## src/rtl/afe_pkg.sv

```systemverilog
// constants for the front end setup registers and sample strobe detector
// ==========================================================================
// Summary of operation
// RL1 - latency 01 adds one, 11 adds three periods
// RL2 - converter period two clocks, three in mode two
// RL3 - clamp level code bits 3:0, resets ones
// RL4 - reset sample shift bits 5:4, default nominal
// RL5 - host writes zeros to reserved bits
// RL6 - any soft reset write clears all state; the code keeps the pready, pslverr and prdata of the write in flight
// RL7 - host soft resets first after power up
// RL8 - clamp enable bit 3, default off
// RL9 - colour select bits 5:4, 11 reserved
// RL10 - colour select picks offset and gain values
// RL11 - detect off passes strobe, on makes pulse
// RL12 - pulse lags edge by delay field clocks
// RL13 - delay and polarity ignored while detect off
// RL14 - polarity bit chooses falling or rising edge
// RL15 - one clock wide pulse per qualifying edge
// RL16 - strobe sampled each clock, compared with previous
package afe_pkg;
    // ======================================================================
    // bus and register indices, byte address is four times the index
    localparam int APB_AW = 8;
    localparam logic [5:0] IDX_SETUP2 = 6'h02;
    localparam logic [5:0] IDX_SETUP3 = 6'h03;
    localparam logic [5:0] IDX_SOFT_RST = 6'h04;
    localparam logic [5:0] IDX_SETUP4 = 6'h06;
    localparam logic [5:0] IDX_SETUP5 = 6'h08;
    localparam logic [5:0] IDX_MODE = 6'h0D;
    // ======================================================================
    // field positions
    localparam int LAT_LSB = 6;
    localparam int CLAMP_LVL_LSB = 0;
    localparam int RS_SHIFT_LSB = 4;
    localparam int CLAMP_EN_BIT = 3;
    localparam int COLOUR_LSB = 4;
    localparam int DET_EN_BIT = 0;
    localparam int DLY_LSB = 1;
    localparam int POL_BIT = 4;
    localparam int MODE2_BIT = 0;
    // ======================================================================
    // reset values
    localparam logic [1:0] LAT_RST = 2'h0;
    localparam logic [5:0] S2_OTHER_RST = 6'h23;
    localparam logic [3:0] CLAMP_LVL_RST = 4'hF;
    localparam logic [1:0] RS_SHIFT_RST = 2'h1;
    localparam logic CLAMP_EN_RST = 1'b0;
    localparam logic [1:0] COLOUR_RST = 2'h0;
    localparam logic DET_EN_RST = 1'b0;
    localparam logic [2:0] DLY_RST = 3'h0;
    localparam logic POL_RST = 1'b0;
    localparam logic MODE2_RST = 1'b0;
    localparam logic [2:0] S4_FIXED = 3'h5;
    // ======================================================================
    // colour codes and converter period in master clocks
    localparam logic [1:0] COLOUR_RED = 2'h0;
    localparam logic [1:0] COLOUR_GREEN = 2'h1;
    localparam logic [1:0] COLOUR_BLUE = 2'h2;
    localparam logic [1:0] CONV_PER_NORMAL = 2'h2;
    localparam logic [1:0] CONV_PER_MODE2 = 2'h3;
    localparam int STROBE_DLY_MAX = 8;
endpackage

```

## src/rtl/afe_setup_regs.sv

```systemverilog
// setup registers, latency pipe and strobe selection of the front end
//
// Design decisions made here: register access over APB and the register addresses.
`timescale 1ns/1ps
module afe_setup_regs #(
    parameter int DATA_W = 16
) (
    input wire logic clock,
    input wire logic reset,
    input wire logic psel,
    input wire logic penable,
    input wire logic pwrite,
    input wire logic [afe_pkg::APB_AW-1:0] paddr,
    input wire logic [31:0] pwdata,
    output logic [31:0] prdata,
    output logic pready,
    output logic pslverr,
    input wire logic [DATA_W-1:0] conv_data_in,
    output logic [DATA_W-1:0] conv_data_out,
    output logic conv_tick,
    input wire logic sample_strobe_in,
    output logic timing_strobe,
    output logic [3:0] clamp_level_code,
    output logic [1:0] reset_sample_shift,
    output logic reset_level_clamping,
    output logic [1:0] colour_select,
    input wire logic [7:0] offset_red,
    input wire logic [7:0] offset_green,
    input wire logic [7:0] offset_blue,
    input wire logic [7:0] gain_red,
    input wire logic [7:0] gain_green,
    input wire logic [7:0] gain_blue,
    output logic [7:0] offset_active,
    output logic [7:0] gain_active
);
    import afe_pkg::*;

    // ======================================================================
    // state of the whole block
    typedef struct packed {
        logic [1:0] lat;
        logic [5:0] s2_other;
        logic [3:0] clamp_lvl;
        logic [1:0] rs_shift;
        logic clamp_en;
        logic [1:0] colour;
        logic det_en;
        logic [2:0] dly;
        logic pol;
        logic mode2;
        logic pready;
        logic pslverr;
        logic [31:0] prdata;
        logic [1:0] conv_cnt;
        logic conv_tick;
        logic [3:0][DATA_W-1:0] pipe;
        logic [DATA_W-1:0] data_out;
        logic strobe_out;
        logic [7:0] offset_sel;
        logic [7:0] gain_sel;
    } afe_regs_state_s;

    afe_regs_state_s s_r;
    afe_regs_state_s s_nxt;
    logic setup_phase;
    logic wr_go;
    logic soft_go;
    logic mapped;
    logic det_pulse;
    logic det_clear;
    logic [31:0] rd_word;

    // ======================================================================
    // helpers
    // address match of one register index
    function automatic logic reg_hit(input logic [APB_AW-1:0] addr,
                                     input logic [5:0] idx);
        reg_hit = (addr == {idx, 2'b00});
    endfunction

    // per colour value select, reserved code falls back to red
    function automatic logic [7:0] pick_colour(input logic [1:0] colour,
                                               input logic [7:0] red,
                                               input logic [7:0] green,
                                               input logic [7:0] blue);
        unique case (colour)
            COLOUR_GREEN: pick_colour = green;
            COLOUR_BLUE: pick_colour = blue;
            default: pick_colour = red;
        endcase
    endfunction

    // reset value of every field
    function automatic afe_regs_state_s state_reset();
        afe_regs_state_s v;
        v = '0;
        v.lat = LAT_RST;
        v.s2_other = S2_OTHER_RST;
        v.clamp_lvl = CLAMP_LVL_RST; // RL3
        v.rs_shift = RS_SHIFT_RST; // RL4
        v.clamp_en = CLAMP_EN_RST; // RL8
        v.colour = COLOUR_RST; // RL9
        v.det_en = DET_EN_RST;
        v.dly = DLY_RST;
        v.pol = POL_RST;
        v.mode2 = MODE2_RST;
        state_reset = v;
    endfunction

    // ======================================================================
    // bus decode
    assign setup_phase = psel && !penable;
    assign wr_go = psel && penable && pwrite && s_r.pready;
    assign soft_go = wr_go && reg_hit(paddr, IDX_SOFT_RST); // RL6
    assign mapped = reg_hit(paddr, IDX_SETUP2) ||
                    reg_hit(paddr, IDX_SETUP3) ||
                    reg_hit(paddr, IDX_SOFT_RST) ||
                    reg_hit(paddr, IDX_SETUP4) ||
                    reg_hit(paddr, IDX_SETUP5) ||
                    reg_hit(paddr, IDX_MODE);

    // read mux, reserved bits read as their fixed values
    always_comb begin
        rd_word = '0;
        if (reg_hit(paddr, IDX_SETUP2)) begin
            rd_word[7:0] = {s_r.lat, s_r.s2_other};
        end
        if (reg_hit(paddr, IDX_SETUP3)) begin
            rd_word[7:0] = {2'b00, s_r.rs_shift, s_r.clamp_lvl};
        end
        if (reg_hit(paddr, IDX_SETUP4)) begin
            rd_word[7:0] = {2'b00, s_r.colour, s_r.clamp_en, S4_FIXED};
        end
        if (reg_hit(paddr, IDX_SETUP5)) begin
            rd_word[7:0] = {3'b000, s_r.pol, s_r.dly, s_r.det_en};
        end
        if (reg_hit(paddr, IDX_MODE)) begin
            rd_word[MODE2_BIT] = s_r.mode2;
        end
    end

    // ======================================================================
    // strobe edge detector, cleared by reset or a soft reset write, pulse held low while detection is off
    assign det_clear = reset || soft_go;

    afe_strobe_det u_strobe_det (
        .clock(clock),
        .clear(det_clear),
        .enable(s_r.det_en),
        .strobe_in(sample_strobe_in),
        .polarity(s_r.pol),
        .delay(s_r.dly),
        .pulse(det_pulse)
    );

    // ======================================================================
    // next state
    always_comb begin
        afe_regs_state_s v;
        logic [1:0] per;
        v = state_reset();
        per = CONV_PER_NORMAL;
        s_nxt = s_r;
        // answer one cycle after setup, no wait states
        s_nxt.pready = setup_phase;
        s_nxt.pslverr = setup_phase && !mapped;
        if (setup_phase && !pwrite) begin
            s_nxt.prdata = rd_word;
        end
        // register writes take effect with the completing access
        if (wr_go && reg_hit(paddr, IDX_SETUP2)) begin
            s_nxt.lat = pwdata[LAT_LSB +: 2];
            s_nxt.s2_other = pwdata[5:0];
        end
        if (wr_go && reg_hit(paddr, IDX_SETUP3)) begin
            s_nxt.clamp_lvl = pwdata[CLAMP_LVL_LSB +: 4]; // RL3
            s_nxt.rs_shift = pwdata[RS_SHIFT_LSB +: 2]; // RL4
        end
        if (wr_go && reg_hit(paddr, IDX_SETUP4)) begin
            s_nxt.clamp_en = pwdata[CLAMP_EN_BIT]; // RL8
            s_nxt.colour = pwdata[COLOUR_LSB +: 2]; // RL9
        end
        if (wr_go && reg_hit(paddr, IDX_SETUP5)) begin
            s_nxt.det_en = pwdata[DET_EN_BIT];
            s_nxt.dly = pwdata[DLY_LSB +: 3];
            s_nxt.pol = pwdata[POL_BIT];
        end
        if (wr_go && reg_hit(paddr, IDX_MODE)) begin
            s_nxt.mode2 = pwdata[MODE2_BIT];
        end
        // converter clock divider, >= copes with a mode change mid count
        if (s_r.mode2) begin
            per = CONV_PER_MODE2; // RL2
        end
        if (s_r.conv_cnt >= per - 2'h1) begin
            s_nxt.conv_cnt = 2'h0;
            s_nxt.conv_tick = 1'b1;
        end else begin
            s_nxt.conv_cnt = s_r.conv_cnt + 2'h1;
            s_nxt.conv_tick = 1'b0;
        end
        // latency pipe advances once per converter period
        if (s_r.conv_tick) begin
            s_nxt.pipe = {s_r.pipe[2:0], conv_data_in};
        end
        s_nxt.data_out = s_r.pipe[s_r.lat]; // RL1
        // pass-through or generated pulse to timing control
        s_nxt.strobe_out = s_r.det_en ? det_pulse : sample_strobe_in; // RL11
        // per colour offset and gain
        s_nxt.offset_sel = pick_colour(s_r.colour, offset_red, // RL10
                                       offset_green, offset_blue);
        s_nxt.gain_sel = pick_colour(s_r.colour, gain_red, // RL10
                                     gain_green, gain_blue);
        // soft reset clears everything but the access in flight
        if (soft_go) begin
            v.pready = s_nxt.pready; // RL6
            v.pslverr = s_nxt.pslverr;
            v.prdata = s_nxt.prdata;
            s_nxt = v;
        end
    end

    // state register
    always_ff @(posedge clock) begin
        if (reset) begin
            s_r <= state_reset();
        end else begin
            s_r <= s_nxt;
        end
    end

    // ======================================================================
    // outputs, all straight from the state register
    assign prdata = s_r.prdata;
    assign pready = s_r.pready;
    assign pslverr = s_r.pslverr;
    assign conv_data_out = s_r.data_out;
    assign conv_tick = s_r.conv_tick;
    assign timing_strobe = s_r.strobe_out;
    assign clamp_level_code = s_r.clamp_lvl;
    assign reset_sample_shift = s_r.rs_shift;
    assign reset_level_clamping = s_r.clamp_en;
    assign colour_select = s_r.colour;
    assign offset_active = s_r.offset_sel;
    assign gain_active = s_r.gain_sel;

    // ======================================================================
    // checks
    a_lat_one_stage: assert property (@(posedge clock) // RL1
        disable iff (reset)
        s_r.lat == 2'h1 && !soft_go |=> conv_data_out == $past(s_r.pipe[1]))
        else $error("latency one does not take stage one");
    a_lat_three_stage: assert property (@(posedge clock) // RL1
        disable iff (reset)
        s_r.conv_tick && !soft_go ##1 (s_r.lat == 2'h3 && !soft_go)
        |=> conv_data_out == $past(s_r.pipe[2], 2))
        else $error("latency three does not lag three periods");
    a_conv_normal: assert property (@(posedge clock) // RL2
        disable iff (reset)
        conv_tick && !s_r.mode2 && !wr_go && !soft_go ##1 !wr_go
        |-> !conv_tick ##1 conv_tick)
        else $error("converter period not two clocks");
    a_conv_mode2: assert property (@(posedge clock) // RL2
        disable iff (reset)
        conv_tick && s_r.mode2 && !wr_go && !soft_go ##1 !wr_go ##1 !wr_go
        |-> $past(!conv_tick) && !conv_tick ##1 conv_tick)
        else $error("converter period not three clocks in mode two");
    a_clamp_lvl_reset: assert property (@(posedge clock) // RL3
        $past(reset) |-> clamp_level_code == 4'hF)
        else $error("clamp level code not all ones after reset");
    a_shift_write: assert property (@(posedge clock) // RL4
        disable iff (reset)
        wr_go && reg_hit(paddr, IDX_SETUP3)
        |=> reset_sample_shift == $past(pwdata[5:4]))
        else $error("reset sample shift not written");
    a_soft_clear: assert property (@(posedge clock) // RL6
        disable iff (reset)
        soft_go |=> clamp_level_code == 4'hF && reset_sample_shift == 2'h1
        && !reset_level_clamping && colour_select == 2'h0 && !s_r.det_en)
        else $error("soft reset left state set");
    a_clamp_write: assert property (@(posedge clock) // RL8
        disable iff (reset)
        wr_go && reg_hit(paddr, IDX_SETUP4)
        |=> reset_level_clamping == $past(pwdata[3])
        && colour_select == $past(pwdata[5:4]))
        else $error("setup four fields not written");
    a_colour_pick: assert property (@(posedge clock) // RL10
        disable iff (reset)
        colour_select == 2'h2 && !soft_go |=> offset_active ==
        $past(offset_blue) && gain_active == $past(gain_blue))
        else $error("blue selected but other values applied");
    a_strobe_pass: assert property (@(posedge clock) // RL11
        disable iff (reset)
        !s_r.det_en && !soft_go |=> timing_strobe == $past(sample_strobe_in))
        else $error("strobe not passed through with detection off");
    a_detect_quiet: assert property (@(posedge clock) // RL13
        disable iff (reset)
        !s_r.det_en ##1 !s_r.det_en |-> !det_pulse)
        else $error("detector active while disabled");
    a_lat_zero_stage: assert property (@(posedge clock) // RL1
        disable iff (reset)
        s_r.lat == 2'h0 && !soft_go |=> conv_data_out == $past(s_r.pipe[0]))
        else $error("latency zero does not take stage zero");
    a_lat_two_stage: assert property (@(posedge clock) // RL1
        disable iff (reset)
        s_r.lat == 2'h2 && !soft_go |=> conv_data_out == $past(s_r.pipe[2]))
        else $error("latency two does not take stage two");
    a_pipe_hold: assert property (@(posedge clock) // RL1
        disable iff (reset)
        !s_r.conv_tick && !soft_go |=> $stable(s_r.pipe))
        else $error("latency pipe moved without a converter tick");
    a_shift_reset: assert property (@(posedge clock) // RL4
        $past(reset) |-> reset_sample_shift == 2'h1)
        else $error("reset sample shift not nominal after reset");
    a_clamp_lvl_write: assert property (@(posedge clock) // RL3
        disable iff (reset)
        wr_go && reg_hit(paddr, IDX_SETUP3)
        |=> clamp_level_code == $past(pwdata[3:0]))
        else $error("clamp level code not written");
    a_colour_red: assert property (@(posedge clock) // RL10
        disable iff (reset)
        (colour_select == 2'h0 || colour_select == 2'h3) && !soft_go
        |=> offset_active == $past(offset_red)
        && gain_active == $past(gain_red))
        else $error("red or reserved selected but other values applied");
    a_colour_green: assert property (@(posedge clock) // RL10
        disable iff (reset)
        colour_select == 2'h1 && !soft_go |=> offset_active ==
        $past(offset_green) && gain_active == $past(gain_green))
        else $error("green selected but other values applied");
    a_detect_write: assert property (@(posedge clock) // RL12
        disable iff (reset)
        wr_go && reg_hit(paddr, IDX_SETUP5)
        |=> s_r.det_en == $past(pwdata[0]) && s_r.dly == $past(pwdata[3:1])
        && s_r.pol == $past(pwdata[4]))
        else $error("setup five fields not written");
    a_strobe_pulse: assert property (@(posedge clock) // RL11
        disable iff (reset)
        s_r.det_en && !soft_go |=> timing_strobe == $past(det_pulse))
        else $error("generated pulse not passed to timing control");
endmodule

```

## src/rtl/afe_strobe_det.sv

```systemverilog
// sample strobe edge detector with programmable delay
`timescale 1ns/1ps
module afe_strobe_det (
    input wire logic clock,
    input wire logic clear,
    input wire logic enable,
    input wire logic strobe_in,
    input wire logic polarity,
    input wire logic [2:0] delay,
    output logic pulse
);
    import afe_pkg::*;

    typedef struct packed {
        logic prev;
        logic [STROBE_DLY_MAX-2:0] pipe;
        logic pulse;
    } afe_det_state_s;

    afe_det_state_s s_r;
    afe_det_state_s s_nxt;
    logic edge_hit;

    // ======================================================================
    // edge compare against the previous sample
    assign edge_hit = polarity ? (strobe_in && !s_r.prev) // RL14
                               : (!strobe_in && s_r.prev); // RL16

    // next state: shift edges along, tap at the programmed delay
    always_comb begin
        s_nxt = s_r;
        s_nxt.prev = strobe_in; // RL16
        s_nxt.pipe = {s_r.pipe[STROBE_DLY_MAX-3:0], edge_hit};
        if (delay == 3'h0) begin
            s_nxt.pulse = edge_hit; // RL15
        end else begin
            s_nxt.pulse = s_r.pipe[delay - 3'h1]; // RL12
        end
        if (!enable) begin
            s_nxt.pipe = '0; // RL13
            s_nxt.pulse = 1'b0;
        end
    end

    // state register, a clear empties the pipe and the edge history
    always_ff @(posedge clock) begin
        if (clear) begin
            s_r <= '0;
        end else begin
            s_r <= s_nxt;
        end
    end

    assign pulse = s_r.pulse;

    // ======================================================================
    // checks
    a_zero_delay: assert property (@(posedge clock) disable iff (clear) // RL12
        enable && edge_hit && delay == 3'h0 |=> pulse)
        else $error("edge with zero delay gave no pulse");
    a_max_delay: assert property (@(posedge clock) disable iff (clear) // RL12
        enable && edge_hit && delay == 3'h7 ##1 (enable && delay == 3'h7)[*7]
        |=> pulse)
        else $error("edge with delay seven gave no pulse");
    a_pulse_one_wide: assert property (@(posedge clock) // RL15
        disable iff (clear)
        pulse ##1 $stable(delay) |-> !pulse)
        else $error("internal pulse wider than one clock");
    a_fall_only: assert property (@(posedge clock) disable iff (clear) // RL14
        enable && !polarity && !s_r.prev && delay == 3'h0 |=> !pulse)
        else $error("pulse without falling edge");
endmodule

```

## config.mk

```make
export PLATFORM = sky130hd
export DESIGN_NAME = afe_setup_regs
export DESIGN_NICKNAME = d
export VERILOG_FILES = /design/src/rtl/afe_pkg.sv /design/src/rtl/afe_setup_regs.sv /design/src/rtl/afe_strobe_det.sv
export SDC_FILE = /design/constraint.sdc
export NUM_CORES = 1
export LEC_CHECK = 0
export BUFFER_PORTS_ARGS = -buffer_cell sky130_fd_sc_hd__buf_4
export CAP_MARGIN = 5
export CORE_UTILIZATION = 40
export DETAILED_ROUTE_END_ITERATION = 6
export PLACE_DENSITY_LB_ADDON = 0.2
export SETUP_SLACK_MARGIN = 0.02
export SYNTH_ARGS = -nofsm -noshare
export SYNTH_HDL_FRONTEND = slang
export SYNTH_SLANG_ARGS = --single-unit
```

## constraint.sdc

```tcl
create_clock -name clock -period 1.7 [get_ports clock]
set_input_delay 0.085 -clock clock [delete_from_list [all_inputs] [get_ports clock]]
set_output_delay 0.085 -clock clock [all_outputs]
set_load 0.05 [all_outputs]
```

==> results.ini <==
[synthesis]
ys.flop_type = dfxtp_1
synth-simple-area-share_pct = 17.7
ys_ff_latch = 142
ys.warnings.count = 0
syn_avg_cell_area_um2 = 9.82
synth.area.mux_share_pct = 18.8
ys_seq_area_share_pct = 43.2
synth_compound_area_share_pct = 6.98
synth_enable_flop_cells = 0
synth_xor_area_share_pct = 0.133
synthAdderAreaFrac_pct = 1.14
synth.distinct_cells = 57
synth_cells = 670
syn_area_mm2 = 0.00658
synth_top_family_by_area = multiplexers
synthArstFlopShare_pct = 0

[cells_and_area]
fin_cells = 1036
final_common_cell = buf_4
drive_above_1_share_pct = 29.6
syn_to_final_growth_pct = 30.4
final_cell_mix = buf_4 (155), dfxtp_1 (138), nor2_1 (116)
utilization_pct = 53.6
fin_nets = 923
n_antenna_cell = 0

[worst_setup_path]
cp-end-kind = flip-flop
path_class = reg2reg
cp_slowest_stage_delay_ns = 0.34
critical_path_buf_inv_count = 1
cpLargestDelayFamily = simple AND/OR/NAND/NOR gates
crit_slowest_cell = dfxtp_2
crit_path_start_kind = flip-flop
cp_cell_sequence = inv_1 > ha_4 > mux4_2 > or3_1 > a21oi_2 > nor4_1
cp.required_ns = 1.99
arrival_ns = 1.91
crit_path_max_fanout = 3

[placed_design]
gp_congestion = 0.876
portBuffers = 138
placedCellCount = 960
dp_hpwl_um = 10400

[clocking]
cts_inserted_buffers = 17
clock_tree.buffer_depth = 2
clock-sinks = 142
clk_pin_slew_ns = 0.06
cts_tree = done
root_buffer = clkbuf_16
htreeDepth = 4
clk_latency_ns = 0.42
cts_setup_buffers = 0

[sta]
rsz0062_at_grt = no
worst_pin_slew_ns = 0.584
finalCriticalPeriod_ns = 1.61
hold_viol = 0
period_share_pct = 95.0
timing.slew.headroom_pct = 61.1
fmax_mhz = 619
drv_slew = 0
finalSetupViolCount = 0
skew_ns = 0.00733
finalSetupTns_ns = 0
whs_ns = 0.0131

[floorplan]
core_mm2 = 0.0160
rows = 46
start_util_pct = 41.1
die_area_mm2 = 0.0170
die_x_um = 130
ioPinCount = 187
die_y_um = 130

[grt]
overflow = 0
grt_pass1_vias = 4819
grt_max_degree = 38
antenna_found_initial = 0
grt_usage_pct = 18.1
grt_pass1_wl_um = 23400

[run_status]
status = complete, no violations

[pwr]
power.total_mw = 8.95
power_leakage_nw = 3.55
power_frac_comb_pct = 20.0
clkPwrFrac_pct = 37.8
vdd_drop_max_v = 0.000653
p_per_area_mw_per_mm2 = 1040
p_sw_share_pct = 28.9
seqPwrFrac_pct = 42.3
p_int_mw = 6.37
p_sw_mw = 2.59

[routing]
routed_wl_um = 15100
drc = 0
antenna_left = 0
drt_iter0_drc = 211
firstDrtPassIters = 4
via_per_inst = 4.88
routed-via-count = 5054
post_drt_wl_per_cell_um = 14.6

[flow_run]
drv_cap = 0

[hold_path]
hold_class = in2reg

==> cells in the mapped netlist (6+ instances only) <==
master | n | area share, %
a21oi_1 | 30 | 2.3
a22oi_1 | 16 | 1.8
and2_1 | 21 | 2.0
and3_1 | 9 | 0.86
buf_2 | 16 | 1.2
buf_4 | 73 | 8.3
clkbuf_1 | 16 | 0.91
dfxtp_1 | 142 | 43
ha_1 | 6 | 1.1
inv_1 | 7 | 0.40
mux2i_1 | 81 | 12
mux4_2 | 18 | 6.2
nand2_1 | 28 | 1.6
nand3_1 | 22 | 1.7
nor2_1 | 116 | 6.6
==> worst min-delay path, stage by stage <==
cell	delay [ns]
buf_4	0.10
nor3_4	0.06
nand3_1	0.07
a21oi_1	0.06
==> per-layer routing <==
metal | wire [um] | part of all wire [%] | global-route usage [%]
met5 | 0 | 0 | 0
met4 | 209 | 1.4 | 6.57
met3 | 866 | 5.7 | 4.39
met2 | 7300 | 48 | 31.4
met1 | 6700 | 44 | 21.5
==> logic make-up after synthesis <==
group,count (synthesis)
xor gates and xnor gates,1
DFF,142
AOI/OAI and AO/OA,66
other,1
adders and majority gates,6
and+or+nand+nor,231
buffers and inverters,122
muxes,101
==> per-stage QoR <==
stage / area (um2) / setup WS [ns]
global route: 8580 / 0.0219
global placement: 7590 / 0.0712
finish: 8580 / 0.0851
CTS: 8570 / 0.0426
floorplan: 6690 / 0.0111
detailed placement: 7590 / 0.0254
==> path summary, 6_finish.rpt <==
path	startpoint	to	slack, ns	cells past startpoint
min reg2reg	s_r[98]	s_r[98]	0.45	1
min	paddr[5]	prdata[5]	0.01	4
max reg2reg	s_r[137]	u_strobe_det.pulse	0.09	6
max	s_r[137]	u_strobe_det.pulse	0.09	6
==> state kept, by name (all words and copies together) (netlist names), 2 cells and up <==
name and flops:
gain_active 8, offset_active 8, conv_data_out 16, clamp_level_code 4, prdata 8, s_r 80
reset_sample_shift 2, colour_select 2, u_strobe_det.s_r 8
==> timing repair <==
action,4_1_cts,5_1_grt
endpoints found under the hold margin,65,0
endpoints found under the setup margin,1,1
hold buffers,44,0
resized for setup,1,3
==> layout make-up <==
cell class              count  area [um2]
fillers                  1426        7420
multi-input cells         429        3060
flip-flops and latches    142        2850
repair buffers            210        1820
clock buffers              20         457
well taps                 216         270
clock inverters            12        86.3
inverters                   7        26.3
==> power by group through the flow <==
stage	logic [mW]	registers (mW)	clock network, mW
2_1_floorplan	1.38	3.76	0
3_3_place_gp	1.69	3.85	0
3_5_place_dp	1.71	3.86	0
4_1_cts	1.80	3.79	3.47
5_1_grt	1.90	3.81	3.62
6_report	1.79	3.79	3.38
No activity file was read; power rests on OpenSTA's default activity.
